**src/clock_unit_pkg.sv**
```systemverilog
// constants, field layouts and bus carrier for the calendar/binary clock unit
// assumes one system clock and a register port with 6-bit byte addresses

package clock_unit_pkg;

	typedef struct packed {
		logic [5:0] addr;
		logic [7:0] wdata;
		logic wr;
		logic rd;
	} reg_req_t;

	// ************************************
	// register offsets
	// ************************************
	localparam logic [5:0] A_SUBSEC = 6'h00;
	localparam logic [5:0] A_CAL_BASE = 6'h01;
	localparam logic [5:0] A_CAL_ALM_BASE = 6'h08;
	localparam logic [5:0] A_CAL_ALM_EN = 6'h0F;
	localparam logic [5:0] A_CTRL_ONE = 6'h10;
	localparam logic [5:0] A_CTRL_TWO = 6'h11;
	localparam logic [5:0] A_CTRL_THREE = 6'h12;
	localparam logic [5:0] A_CTRL_FOUR = 6'h13;
	localparam logic [5:0] A_CORR = 6'h14;
	localparam logic [5:0] A_IRQ_STAT = 6'h15;
	localparam logic [5:0] A_IRQ_MASK = 6'h16;
	localparam logic [5:0] A_BIN_CNT = 6'h18;
	localparam logic [5:0] A_BIN_ALM = 6'h1C;
	localparam logic [5:0] A_BIN_ALM_EN = 6'h20;
	localparam logic [5:0] A_CAP_CAL = 6'h24;
	localparam logic [5:0] A_CAP_BIN = 6'h2C;

	// ************************************
	// field positions
	// ************************************
	localparam int F_ONE_OUT_EN = 0;
	localparam int F_ONE_FREQ_SEL = 1;
	localparam int F_ONE_PRD_LO = 2;
	localparam int F_ONE_WAKE_EN = 6;
	localparam int F_TWO_MODE = 0;
	localparam int F_TWO_H24 = 1;
	localparam int F_TWO_ADJ30 = 2;
	localparam int F_THREE_EN = 0;
	localparam int F_FOUR_CAP_EN = 2;
	localparam int F_CORR_EN = 6;
	localparam int F_CORR_SUB = 7;
	localparam int F_HOUR_PM = 5;
	localparam int IRQ_ALARM = 0;
	localparam int IRQ_PERIOD = 1;
	localparam int IRQ_CARRY = 2;
	localparam int IRQ_CAPTURE = 3;

	// calendar field index
	localparam int C_SEC = 0;
	localparam int C_MIN = 1;
	localparam int C_HOUR = 2;
	localparam int C_WDAY = 3;
	localparam int C_DATE = 4;
	localparam int C_MON = 5;
	localparam int C_YEAR = 6;
	localparam int N_CAL = 7;
	localparam int N_CAP = 5;

	// ************************************
	// reset values and counts
	// ************************************
	localparam logic [7:0] CTRL_ONE_RST = 8'h00;
	localparam logic [7:0] CTRL_TWO_RST = 8'h02;
	localparam logic [7:0] CTRL_FOUR_RST = 8'h00;
	localparam logic [7:0] DATE_RST = 8'h01;
	localparam logic [6:0] PRESCALE_LAST = 7'h7F;
	localparam logic [7:0] SUBSEC_LAST = 8'hFF;
	localparam logic [3:0] PRD_TWO_SEC = 4'hA;

endpackage : clock_unit_pkg

```
**src/clock_unit.sv**
```systemverilog
// calendar / binary clock unit with alarm, periodic, carry and capture events
// assumes SUBCLOCK_IN_I (32768 Hz) and CAPTURE_I are synchronous to SYS_CLK_I
`timescale 1ns/1ps
`default_nettype none

module clock_unit (
	// clock and reset
	input wire logic SYS_CLK_I,
	input wire logic SRST_I,
	// register port
	input wire clock_unit_pkg::reg_req_t REG_REQ_I,
	output logic [7:0] RDATA_O,
	// pins
	input wire logic SUBCLOCK_IN_I,
	input wire logic CAPTURE_I,
	output logic SECOND_PULSE_OUT_O,
	output logic PERIOD_EVT_O,
	// events
	output logic IRQ_O,
	output logic WAKE_O
);

	// ************************************
	// helpers
	// ************************************
	function automatic logic [7:0] bcd_inc(input logic [7:0] v);
		if (v[3:0] == 4'h9) begin
			bcd_inc = {v[7:4] + 4'h1, 4'h0};
		end else begin
			bcd_inc = {v[7:4], v[3:0] + 4'h1};
		end
	endfunction : bcd_inc

	function automatic logic [7:0] month_last(input logic [7:0] mon, input logic [7:0] yr);
		logic leap;
		leap = (!yr[4] && (yr[3:0] == 4'h0 || yr[3:0] == 4'h4 || yr[3:0] == 4'h8)) ||
			(yr[4] && (yr[3:0] == 4'h2 || yr[3:0] == 4'h6));
		case (mon)
			8'h02: month_last = leap ? 8'h29 : 8'h28;
			8'h04, 8'h06, 8'h09, 8'h11: month_last = 8'h30;
			default: month_last = 8'h31;
		endcase
	endfunction : month_last

	function automatic logic hit(input logic [5:0] a, input logic [5:0] base, input logic [5:0] n);
		hit = (a >= base) && (a < base + n);
	endfunction : hit

	// ************************************
	// state
	// ************************************
	logic [7:0] ctrl_one_q, ctrl_two_q, ctrl_three_q, ctrl_four_q, corr_q;
	logic [3:0] irq_stat_q, irq_mask_q;
	logic [7:0] cal_q [clock_unit_pkg::N_CAL];
	logic [7:0] alm_q [clock_unit_pkg::N_CAL];
	logic [7:0] alm_en_q;
	logic [31:0] bin_q, bin_alm_q, bin_alm_en_q;
	logic [7:0] cap_q [clock_unit_pkg::N_CAP];
	logic [31:0] cap_bin_q;
	logic [6:0] pre_q;
	logic [7:0] sub_q;
	logic sclk_prev_q, cap_prev_q, sec_tick_q, match_prev_q;
	logic [7:0] rdata_q;
	logic out_q, prd_evt_q;

	logic [5:0] addr;
	logic wr, rd;
	logic running, binary, h24, sclk_edge, tick, sec_tick, adj_up, adj_any, min_carry;
	logic hour_carry, day_carry, mon_carry, prd_evt, cap_edge, sub_read_clash, match;
	logic [3:0] prd_sel;
	logic [7:0] prd_mask;
	logic [7:0] hr12_next;

	assign addr = REG_REQ_I.addr;
	assign wr = REG_REQ_I.wr;
	assign rd = REG_REQ_I.rd;
	assign running = ctrl_three_q[clock_unit_pkg::F_THREE_EN];
	assign binary = ctrl_two_q[clock_unit_pkg::F_TWO_MODE];
	assign h24 = ctrl_two_q[clock_unit_pkg::F_TWO_H24];
	assign adj_any = wr && addr == clock_unit_pkg::A_CTRL_TWO && REG_REQ_I.wdata[clock_unit_pkg::F_TWO_ADJ30];
	assign adj_up = adj_any && !binary && cal_q[clock_unit_pkg::C_SEC] >= 8'h30;

	// ************************************
	// prescaler and sub-second counter
	// ************************************
	// sub_q counts at 256 Hz; bit 0 is the 128 Hz step, bits 7:1 weigh 64 Hz .. 1 Hz
	assign sclk_edge = SUBCLOCK_IN_I && !sclk_prev_q;
	assign tick = running && sclk_edge && pre_q == clock_unit_pkg::PRESCALE_LAST;
	assign sec_tick = tick && sub_q == clock_unit_pkg::SUBSEC_LAST;

	always_ff @(posedge SYS_CLK_I) begin
		if (SRST_I) begin
			sclk_prev_q <= 1'b0;
			pre_q <= 7'h00;
			sub_q <= 8'h00;
		end else begin
			sclk_prev_q <= SUBCLOCK_IN_I;
			if (running && sclk_edge) begin
				pre_q <= pre_q + 7'h01;
			end
			// trim at each minute carry (each second in binary mode while the seconds field holds 59) except a 30-second adjust one;
			// only moves the prescaler, so the visible count never skips
			if (min_carry && corr_q[clock_unit_pkg::F_CORR_EN]) begin
				if (corr_q[clock_unit_pkg::F_CORR_SUB]) begin
					pre_q <= pre_q - {1'b0, corr_q[5:0]};
				end else begin
					pre_q <= pre_q + {1'b0, corr_q[5:0]};
				end
			end
			if (tick) begin
				sub_q <= sub_q + 8'h01;
			end
			if (adj_any) begin
				pre_q <= 7'h00;
				sub_q <= 8'h00;
			end
		end
	end

	// ************************************
	// calendar and binary counters
	// ************************************
	assign min_carry = (sec_tick && cal_q[clock_unit_pkg::C_SEC] == 8'h59) || adj_up;
	assign hour_carry = min_carry && cal_q[clock_unit_pkg::C_MIN] == 8'h59;
	assign day_carry = hour_carry && (h24 ? cal_q[clock_unit_pkg::C_HOUR] == 8'h23 :
		cal_q[clock_unit_pkg::C_HOUR] == 8'h31);
	assign mon_carry = day_carry && cal_q[clock_unit_pkg::C_DATE] ==
		month_last(cal_q[clock_unit_pkg::C_MON], cal_q[clock_unit_pkg::C_YEAR]);

	// 12-hour: 12, 01 .. 11 with pm flag in bit 5; 11 -> 12 flips the flag
	always_comb begin
		hr12_next = cal_q[clock_unit_pkg::C_HOUR];
		case (cal_q[clock_unit_pkg::C_HOUR][4:0])
			5'h11: hr12_next = {2'b00, ~cal_q[clock_unit_pkg::C_HOUR][clock_unit_pkg::F_HOUR_PM], 5'h12};
			5'h12: hr12_next = {2'b00, cal_q[clock_unit_pkg::C_HOUR][clock_unit_pkg::F_HOUR_PM], 5'h01};
			default: hr12_next = bcd_inc(cal_q[clock_unit_pkg::C_HOUR]);
		endcase
	end

	always_ff @(posedge SYS_CLK_I) begin
		if (SRST_I) begin
			for (int i = 0; i < clock_unit_pkg::N_CAL; i++) begin
				cal_q[i] <= 8'h00;
			end
			cal_q[clock_unit_pkg::C_DATE] <= clock_unit_pkg::DATE_RST;
			cal_q[clock_unit_pkg::C_MON] <= clock_unit_pkg::DATE_RST;
		end else begin
			if (!binary) begin
				if (sec_tick || adj_any) begin
					cal_q[clock_unit_pkg::C_SEC] <= (min_carry || adj_any) ? 8'h00 :
						bcd_inc(cal_q[clock_unit_pkg::C_SEC]);
				end
				if (min_carry) begin
					cal_q[clock_unit_pkg::C_MIN] <= hour_carry ? 8'h00 : bcd_inc(cal_q[clock_unit_pkg::C_MIN]);
				end
				if (hour_carry) begin
					if (h24) begin
						cal_q[clock_unit_pkg::C_HOUR] <= day_carry ? 8'h00 :
							bcd_inc(cal_q[clock_unit_pkg::C_HOUR]);
					end else begin
						cal_q[clock_unit_pkg::C_HOUR] <= hr12_next;
					end
				end
				if (day_carry) begin
					cal_q[clock_unit_pkg::C_WDAY] <= cal_q[clock_unit_pkg::C_WDAY] == 8'h06 ? 8'h00 :
						cal_q[clock_unit_pkg::C_WDAY] + 8'h01;
					cal_q[clock_unit_pkg::C_DATE] <= mon_carry ? 8'h01 : bcd_inc(cal_q[clock_unit_pkg::C_DATE]);
				end
				if (mon_carry) begin
					cal_q[clock_unit_pkg::C_MON] <= cal_q[clock_unit_pkg::C_MON] == 8'h12 ? 8'h01 :
						bcd_inc(cal_q[clock_unit_pkg::C_MON]);
					if (cal_q[clock_unit_pkg::C_MON] == 8'h12) begin
						cal_q[clock_unit_pkg::C_YEAR] <= cal_q[clock_unit_pkg::C_YEAR] == 8'h99 ? 8'h00 :
							bcd_inc(cal_q[clock_unit_pkg::C_YEAR]);
					end
				end
			end
			// software write wins over the count for that field only
			if (wr && hit(addr, clock_unit_pkg::A_CAL_BASE, 6'd7)) begin
				cal_q[3'(addr - clock_unit_pkg::A_CAL_BASE)] <= REG_REQ_I.wdata;
			end
		end
	end

	always_ff @(posedge SYS_CLK_I) begin
		if (SRST_I) begin
			bin_q <= 32'h0000_0000;
		end else begin
			if (binary && sec_tick) begin
				bin_q <= bin_q + 32'h0000_0001;
			end
			if (wr && hit(addr, clock_unit_pkg::A_BIN_CNT, 6'd4)) begin
				bin_q[8*addr[1:0] +: 8] <= REG_REQ_I.wdata;
			end
		end
	end

	// ************************************
	// alarm compare
	// ************************************
	logic [clock_unit_pkg::N_CAL-1:0] field_ok;
	generate
		for (genvar g = 0; g < clock_unit_pkg::N_CAL; g++) begin : g_alm
			assign field_ok[g] = !alm_en_q[g] || cal_q[g] == alm_q[g];
		end
	endgenerate

	always_comb begin
		if (binary) begin
			match = (|bin_alm_en_q) && ((bin_q ^ bin_alm_q) & bin_alm_en_q) == 32'h0000_0000;
		end else begin
			match = (|alm_en_q[clock_unit_pkg::N_CAL-1:0]) && (&field_ok);
		end
	end

	// ************************************
	// periodic, capture, clock out
	// ************************************
	// code 1..9 is 2^(code-9) s, code 10 is 2 s, 0 is off
	assign prd_sel = ctrl_one_q[clock_unit_pkg::F_ONE_PRD_LO +: 4];
	assign prd_mask = (prd_sel >= 4'h9) ? 8'hFF : 8'((9'h001 << (prd_sel - 4'h1)) - 9'h001);
	assign prd_evt = tick && prd_sel != 4'h0 && prd_sel <= clock_unit_pkg::PRD_TWO_SEC &&
		(sub_q & prd_mask) == prd_mask &&
		(prd_sel != clock_unit_pkg::PRD_TWO_SEC || (binary ? bin_q[0] : cal_q[clock_unit_pkg::C_SEC][0]));
	assign cap_edge = ctrl_four_q[clock_unit_pkg::F_FOUR_CAP_EN] &&
		((ctrl_four_q[0] && CAPTURE_I && !cap_prev_q) || (ctrl_four_q[1] && !CAPTURE_I && cap_prev_q));
	assign sub_read_clash = rd && addr == clock_unit_pkg::A_SUBSEC && tick && sub_q[0];

	always_ff @(posedge SYS_CLK_I) begin
		if (SRST_I) begin
			cap_prev_q <= 1'b0;
			cap_bin_q <= 32'h0000_0000;
			for (int i = 0; i < clock_unit_pkg::N_CAP; i++) begin
				cap_q[i] <= 8'h00;
			end
		end else begin
			cap_prev_q <= CAPTURE_I;
			if (cap_edge) begin
				if (binary) begin
					cap_bin_q <= bin_q;
				end else begin
					cap_q[0] <= cal_q[clock_unit_pkg::C_SEC];
					cap_q[1] <= cal_q[clock_unit_pkg::C_MIN];
					cap_q[2] <= cal_q[clock_unit_pkg::C_HOUR];
					cap_q[3] <= cal_q[clock_unit_pkg::C_DATE];
					cap_q[4] <= cal_q[clock_unit_pkg::C_MON];
				end
			end
		end
	end

	always_ff @(posedge SYS_CLK_I) begin
		if (SRST_I) begin
			out_q <= 1'b0;
			prd_evt_q <= 1'b0;
		end else begin
			out_q <= ctrl_one_q[clock_unit_pkg::F_ONE_OUT_EN] &&
				(ctrl_one_q[clock_unit_pkg::F_ONE_FREQ_SEL] ? sub_q[1] : sub_q[7]);
			prd_evt_q <= prd_evt;
		end
	end

	// ************************************
	// interrupt status
	// ************************************
	logic [3:0] irq_set;
	assign irq_set = {cap_edge, sec_tick || sub_read_clash, prd_evt, sec_tick_q && match && !match_prev_q};

	always_ff @(posedge SYS_CLK_I) begin
		if (SRST_I) begin
			irq_stat_q <= 4'h0;
			sec_tick_q <= 1'b0;
			match_prev_q <= 1'b0;
		end else begin
			sec_tick_q <= sec_tick || adj_any;
			if (sec_tick_q) begin
				match_prev_q <= match;
			end
			// a new event in the clearing cycle survives
			irq_stat_q <= (irq_stat_q & ~((wr && addr == clock_unit_pkg::A_IRQ_STAT) ?
				REG_REQ_I.wdata[3:0] : 4'h0)) | irq_set;
		end
	end

	assign IRQ_O = |(irq_stat_q & irq_mask_q);
	// counting never stops for standby; only alarm and periodic may wake
	assign WAKE_O = ctrl_one_q[clock_unit_pkg::F_ONE_WAKE_EN] &&
		|(irq_stat_q[clock_unit_pkg::IRQ_PERIOD:clock_unit_pkg::IRQ_ALARM] &
		irq_mask_q[clock_unit_pkg::IRQ_PERIOD:clock_unit_pkg::IRQ_ALARM]);
	assign SECOND_PULSE_OUT_O = out_q;
	assign PERIOD_EVT_O = prd_evt_q;

	// ************************************
	// control registers
	// ************************************
	always_ff @(posedge SYS_CLK_I) begin
		if (SRST_I) begin
			ctrl_one_q <= clock_unit_pkg::CTRL_ONE_RST;
			ctrl_two_q <= clock_unit_pkg::CTRL_TWO_RST;
			ctrl_three_q <= 8'h00;
			ctrl_four_q <= clock_unit_pkg::CTRL_FOUR_RST;
			corr_q <= 8'h00;
			irq_mask_q <= 4'h0;
			alm_en_q <= 8'h00;
			bin_alm_q <= 32'h0000_0000;
			bin_alm_en_q <= 32'h0000_0000;
			for (int i = 0; i < clock_unit_pkg::N_CAL; i++) begin
				alm_q[i] <= 8'h00;
			end
		end else if (wr) begin
			case (addr)
				clock_unit_pkg::A_CTRL_ONE: ctrl_one_q <= {1'b0, REG_REQ_I.wdata[6:0]};
				clock_unit_pkg::A_CTRL_TWO: ctrl_two_q <= {6'h00, REG_REQ_I.wdata[1:0]};
				clock_unit_pkg::A_CTRL_THREE: ctrl_three_q <= {7'h00, REG_REQ_I.wdata[0]};
				clock_unit_pkg::A_CTRL_FOUR: ctrl_four_q <= {5'h00, REG_REQ_I.wdata[2:0]};
				clock_unit_pkg::A_CORR: corr_q <= REG_REQ_I.wdata;
				clock_unit_pkg::A_IRQ_MASK: irq_mask_q <= REG_REQ_I.wdata[3:0];
				clock_unit_pkg::A_CAL_ALM_EN: alm_en_q <= {1'b0, REG_REQ_I.wdata[6:0]};
				default: begin
					if (hit(addr, clock_unit_pkg::A_CAL_ALM_BASE, 6'd7)) begin
						alm_q[3'(addr - clock_unit_pkg::A_CAL_ALM_BASE)] <= REG_REQ_I.wdata;
					end
					if (hit(addr, clock_unit_pkg::A_BIN_ALM, 6'd4)) begin
						bin_alm_q[8*addr[1:0] +: 8] <= REG_REQ_I.wdata;
					end
					if (hit(addr, clock_unit_pkg::A_BIN_ALM_EN, 6'd4)) begin
						bin_alm_en_q[8*addr[1:0] +: 8] <= REG_REQ_I.wdata;
					end
				end
			endcase
		end
	end

	// ************************************
	// read port
	// ************************************
	always_ff @(posedge SYS_CLK_I) begin
		if (SRST_I) begin
			rdata_q <= 8'h00;
		end else if (!rd) begin
			rdata_q <= 8'h00;
		end else begin
			rdata_q <= 8'h00;
			case (addr)
				clock_unit_pkg::A_SUBSEC: rdata_q <= {1'b0, sub_q[7:1]};
				clock_unit_pkg::A_CAL_ALM_EN: rdata_q <= alm_en_q;
				clock_unit_pkg::A_CTRL_ONE: rdata_q <= ctrl_one_q;
				clock_unit_pkg::A_CTRL_TWO: rdata_q <= ctrl_two_q;
				clock_unit_pkg::A_CTRL_THREE: rdata_q <= ctrl_three_q;
				clock_unit_pkg::A_CTRL_FOUR: rdata_q <= ctrl_four_q;
				clock_unit_pkg::A_CORR: rdata_q <= corr_q;
				clock_unit_pkg::A_IRQ_STAT: rdata_q <= {4'h0, irq_stat_q};
				clock_unit_pkg::A_IRQ_MASK: rdata_q <= {4'h0, irq_mask_q};
				default: begin
					if (hit(addr, clock_unit_pkg::A_CAL_BASE, 6'd7)) begin
						rdata_q <= cal_q[3'(addr - clock_unit_pkg::A_CAL_BASE)];
					end
					if (hit(addr, clock_unit_pkg::A_CAL_ALM_BASE, 6'd7)) begin
						rdata_q <= alm_q[3'(addr - clock_unit_pkg::A_CAL_ALM_BASE)];
					end
					if (hit(addr, clock_unit_pkg::A_BIN_CNT, 6'd4)) begin
						rdata_q <= bin_q[8*addr[1:0] +: 8];
					end
					if (hit(addr, clock_unit_pkg::A_BIN_ALM, 6'd4)) begin
						rdata_q <= bin_alm_q[8*addr[1:0] +: 8];
					end
					if (hit(addr, clock_unit_pkg::A_BIN_ALM_EN, 6'd4)) begin
						rdata_q <= bin_alm_en_q[8*addr[1:0] +: 8];
					end
					if (hit(addr, clock_unit_pkg::A_CAP_CAL, 6'd5)) begin
						rdata_q <= cap_q[3'(addr - clock_unit_pkg::A_CAP_CAL)];
					end
					if (hit(addr, clock_unit_pkg::A_CAP_BIN, 6'd4)) begin
						rdata_q <= cap_bin_q[8*addr[1:0] +: 8];
					end
				end
			endcase
		end
	end

	assign RDATA_O = rdata_q;

endmodule : clock_unit

`default_nettype wire

```
**config.mk**
```make
export PLATFORM = sky130hd
export DESIGN_NAME = clock_unit
export DESIGN_NICKNAME = d
export VERILOG_FILES = /design/src/clock_unit_pkg.sv /design/src/clock_unit.sv
export SDC_FILE = /design/constraint.sdc
export NUM_CORES = 1
export LEC_CHECK = 0
export BUFFER_PORTS_ARGS = -buffer_cell sky130_fd_sc_hd__buf_4
export CAP_MARGIN = 5
export CORE_MARGIN = 3
export CORE_UTILIZATION = 69
export DETAILED_ROUTE_END_ITERATION = 16
export PLACE_DENSITY_LB_ADDON = 0.12
export SLEW_MARGIN = 20
export SYNTH_ARGS = -nofsm -noshare
export SYNTH_HDL_FRONTEND = slang
export SYNTH_SLANG_ARGS = --single-unit
```
**constraint.sdc**
```tcl
create_clock -name SYS_CLK_I -period 8.1 [get_ports SYS_CLK_I]
set_clock_uncertainty 0.1 [all_clocks]
set_input_delay 0.81 -clock SYS_CLK_I [delete_from_list [all_inputs] [get_ports SYS_CLK_I]]
set_output_delay 0.81 -clock SYS_CLK_I [all_outputs]
set_load 0.005 [all_outputs]
```
# ---- Yosys cells after proc, flatten, opt, wreduce, memory -nomap -nowiden
# Memories as Yosys holds them, arrays and structs flattened.
# Cells that the tools add are included.
# W data, S select, Z words.
dict set report totals {
  reg_bits 193
  latchBits 0
  mem_bits_rw 152
  rom_bits 0
  out_inout_bits 12
  elab_cells 363
  memories 3
}
# name depth width rd rd_clocked_by_memory_dff wr line
set memory_table {}
lappend memory_table {alm_q 7 8 8 0 7 clock_unit.sv:55} ;# logic [7:0] alm_q [clock_unit_pkg::N_CAL];
lappend memory_table {cal_q 7 8 8 0 8 clock_unit.sv:54} ;# logic [7:0] cal_q [clock_unit_pkg::N_CAL];
lappend memory_table {cap_q 5 8 1 0 5 clock_unit.sv:58} ;# logic [7:0] cap_q [clock_unit_pkg::N_CAP];
dict set report op_classes {
  n_addsub 24
  n_mul 0
  div 0
  order_cmp 17
  n_eq_ne 44
  shift 7
  mux 122
  n_bitwise 26
  n_reduce_logical 99
}
# op n
set ops {}
lappend ops {{$mux W8} 57}
lappend ops {{$shiftx A32 B6 Y8} 4}
lappend ops {{$bwmux W32} 3}
lappend ops {{$mux W32} 3}
lappend ops {{$eq A8 B8 Y1} 9}
lappend ops {{$pmux W8 S9} 1}
lappend ops {{$mux W1} 51}
lappend ops {{$add A4 B1 Y4 const B} 12}
lappend ops {{$logic_and A1 B1 Y1} 44}
lappend ops {{$eq A6 B5 Y1 const B} 7}
lappend ops {{$neg A5 Y34} 1}
lappend ops {{$shift A8 B34 Y32 const A} 1}
lappend ops {{$shiftx A8 B34 Y32} 1}
lappend ops {{$add A32 B1 Y32 const B} 1}
lappend ops {{$and A32 B32 Y32} 1}
lappend ops {{$logic_not A32 Y1} 1}
lappend ops {{$reduce_or A32 Y1} 1}
lappend ops {{$xor A32 B32 Y32} 1}
lappend ops {{$eq A4 B4 Y1 const B} 7}
lappend ops {{$eq A8 B3 Y1 const B} 3}
lappend ops {{$lt A6 B6 Y1 const B} 4}
lappend ops {{$mux W7} 3}
lappend ops {{$ge A6 B6 Y1 const B} 3}
lappend ops {{$logic_or A1 B1 Y1} 17}
lappend ops {{other kinds (52)} 103}

# ---- Longest topological paths before layout
dict set report depth {
  ltp_word 15
  ltp_mapped 18
  mapped_depth_nobuf 17
}

# ---- Worst setup path before layout
# No wires, ideal clock.
dict set report synth_path {
  path_type {input -> register}
  start {input port CAPTURE_I}
  end {memory cap_q[0][0] (enable)}
  setup_time_ps 493
  t_arrival_ps 4028
  required_time_ps 7507
  slack_ps 3479
  stages 4
  path_buffers 0
  cell_sequence {nand3b_1 o21ai_0 nand2_1 o21ai_0}
}
# item line
set synth_rtl {}
lappend synth_rtl {{start: declaration} clock_unit.sv:15} ;# input wire logic CAPTURE_I,
lappend synth_rtl {{end: declaration} clock_unit.sv:58}

==> metrics.md <==
| Metric | Value |
|---|---|
| Combinational power share | `7.7%` |
| RSZ-0062 raised after global routing | `false` |
| I/O Buffers | `31` |
| Initial core utilization | `70.42%` |
| Clock transition at the registers of the reported paths | `70 ps` |
| R2R Path End | `pre_q[5]$_SDFFE_PP0P_` |
| Area of the mapped netlist | `about 0.02 mm²` |
| Most frequent cells in the layout | `nor2_1, dfxtp_1, nand2_1` |
| Reg2Reg Launch Point | `cal_q[0][0]$_DFFE_PP_` |
| Worst vdd ir | `about 0.18 mV` |
| Hold Crit Class | `reg -> reg` |
| Drt total wl | `approximately 66000 µm` |
| CTS sink count | `about 360` |
| Initial DRC count | `slightly below 3000` |
| CTS tree | `yes` |
| Status | `finished, final reports clean` |
| Latest clock arrival within the worst-skew pair | `between 500 and 600 ps` |
| Vias/cell | `slightly above 7` |
| Vias after detailed routing | `about 17000` |
| Period utilization | `between 60% and 70%` |
| Post-CTS sizing | `0` |
| DR WL/cell | `between 20 and 30 µm` |
| Largest net degree at the start of global routing | `approximately 90` |
| Worst Hold Launch | `sec_tick_q$_SDFF_PP0_` |
| Setup TNS | `0 ps` |
| Pins Over Slew Limit | `0` |
| R2R Setup Slk | `3460 ps` |
| Power density of the placed cells | `about 190 mW/mm²` |
| Final net count | `just over 2000` |
| Syn_area_per_cell | `10.05 µm²` |
| Synthesized flop and latch total | `between 300 and 400` |
| Fill cells | `around 2000` |
| # H-tree levels | `2` |
| CTS buffer count | `38` |
| Flop pwr share | `around half` |
| Fin crit period | `between 5000 and 6000 ps` |
| Core ar. | `a little under 0.03 mm²` |
| Die Y | `around 180 µm` |
| Vias in the first global route | `about 16000` |
| Post-synth EDFFs | `160` |
| Gr ovfl total | `0` |
| P_int | `approximately 3.1 mW` |
| Gr usage total | `a little over two fifths` |
| Hold Slack | `350.4 ps` |
| CP endpoint kind | `register` |
| Net count after synthesis | `about 2100` |
| Most common cell after layout, fill and taps aside | `nor2_1` |
| Core Rows | `slightly above 60` |
| Router iterations before antenna repair | `8` |
| Achievable Freq | `181.9 MHz` |
| Area delta synth->final | `7.628%` |
| Hold buffer count at CTS | `0` |
| Post-synth top flop | `dfxtp_1` |
| Worst Hold Path EP | `match_prev_q$_SDFFE_PP0P_` |
| Setup crit start kind | `input port` |
| CP required | `just over 8000 ps` |
| Library cells used by synthesis | `83` |
| Hold Vio Cnt, Final | `0` |
| Reg2reg path depth | `14` |
| Switching power | `just over 1 mW` |
| Die Area | `between 0.03 and 0.04 mm²` |
| Worst hold path cell count | `1` |
| Layout cell share with drive strength beyond 1 | `under 10%` |
| Yosys synthesis warning count | `0` |
| Final HPWL DP | `46180 µm` |
| Slew @ Worst Pin | `between 900 and 1000 ps` |
| Syn Inst Count | `2022` |
| Worst-path maximum fanout | `between 50 and 60` |
| I/O pin count | `32` |
| Setup violators final | `0` |
| Clock Power Share | `44.0%` |
| Initial antenna violation count | `1` |
| Max cap viols | `0` |
| Sw Ratio | `approximately 24%` |
| Register area share after synthesis | `43.44%` |
| Critical path data arrival time | `5620 ps` |
| Clk buf depth | `3` |
| Placer Congestion | `approximately 1.0` |
| First-pass GRT wire length | `98610 µm` |
| Residual DRC | `0` |
| Slew HR | `a little over a third` |
| Antenna-violating nets left | `0` |
| Leak | `between 8 and 9 nW` |
| Chip width | `~180 µm` |
| Root Driver | `clkbuf_16` |
| Post-CTS setup buffers | `0` |
| Ys async rst share | `0%` |
| Crit Path Class | `in -> reg` |
## registers in the layout, indices dropped and copies added, names as in the netlist, 2 cells and up
| register | flops |
|---|---|
| alm_q | 64 |
| alm_en_q | 7 |
| cal_q | 64 |
| bin_alm_en_q | 32 |
| bin_q | 32 |
| irq_mask_q | 4 |
| irq_stat_q | 4 |
| corr_q | 8 |
| ctrl_four_q | 3 |
| sub_q | 8 |
| ctrl_one_q | 7 |
| cap_q | 40 |
| ctrl_two_q | 2 |
| RDATA_O | 8 |
| pre_q | 7 |
| cap_bin_q | 32 |
| bin_alm_q | 32 |
## per-layer routing
layer / part of all wire (%) / GRT usage [%]
met2: 43 / 61.76
met4: 5.1 / 17.44
met5: 0.069 / 0
met3: 15 / 11.92
met1: 37 / 58.24
## cells by family after synthesis
group           share of synthesized area [%]
xor+xnor                                7.025
compound gates                          9.759
mux                                     14.95
flops                                   43.44
buf+inv                                 3.651
fa+ha+maj                               2.253
simple gates                            18.92
## cell type report
type / instances / area, µm² / area share, %
antenna: 1 / 2.502 / 0.01144
clock buffer: 50 / 1067 / 4.880
clock inverter: 19 / 226.5 / 1.035
inverter: 38 / 142.6 / 0.6521
multi-input combinational: 1477 / 10790 / 49.31
sequential: 361 / 8828 / 40.36
tap: 384 / 480.5 / 2.197
timing repair buffer: 42 / 339.1 / 1.550
## power groups by stage
stage | logic (mW) | registers [mW] | clock network, mW
6_report | 0.319 | 2.01 | 1.83
5_1_grt | 0.335 | 2.01 | 1.88
4_1_cts | 0.307 | 2.00 | 1.82
3_5_place_dp | 0.306 | 2.04 | 0
3_3_place_gp | 0.301 | 2.04 | 0
2_1_floorplan | 0.228 | 2.00 | 0
## per-stage QoR
step	power, mW	setup slack, ps	instance area, µm²	cells	utilization, %
finish	4.155	2602	21870	2372	75.79
CTS	4.125	2808	21830	2370	75.65
detailed placement	2.346	2258	20540	2301	71.16
global route	4.224	2284	21870	2371	75.78
floorplan	2.227	3479	20320	2022	-
global placement	2.340	2484	20540	2301	71.16
## cells in the mapped netlist, types with 30 or more instances
cell type	instances	area (µm²)
dfxtp_1	201	4024
a21oi_1	64	320.3
clkbuf_1	115	431.7
and2_1	105	656.9
nor4_1	30	187.7
o21ai_0	63	315.3
nand3_1	69	345.3
nand4_1	40	250.2
inv_1	37	138.9
a211oi_1	31	232.7
mux4_2	68	1531
ha_1	35	437.9
nand2_1	163	611.8
nor2_1	236	885.9
xor2_1	87	762.0
xnor2_1	76	665.6
mux2i_1	146	1461
edfxtp_1	160	4805
## critical path, stage by stage
cell	delay, ps
buf_4	650
clkinv_1	580
ha_1	610
o21bai_1	260
a32oi_1	370
nand3_1	370
nor2_1	650
nor4b_1	850
or2_2	360
## worst max-delay path by stage
stage / from / end / slack (ps) / cells after the start
2_1_floorplan: CAPTURE_I / cap_q[0][0]$_SDFFCE_PN0P_ / 3480 / 4
3_3_place_gp: REG_REQ_I[11] / alm_q[1][0]$_SDFFCE_PN0P_ / 2480 / 9
3_5_place_dp: REG_REQ_I[11] / alm_q[1][3]$_SDFFCE_PN0P_ / 2260 / 9
4_1_cts: REG_REQ_I[11] / cal_q[4][4]$_DFFE_PP_ / 2810 / 9
5_1_grt: REG_REQ_I[11] / alm_q[1][5]$_SDFFCE_PN0P_ / 2280 / 9
6_report: REG_REQ_I[11] / alm_q[1][2]$_SDFFCE_PN0P_ / 2600 / 9
Note: power is estimated with default switching activity, not from simulation.
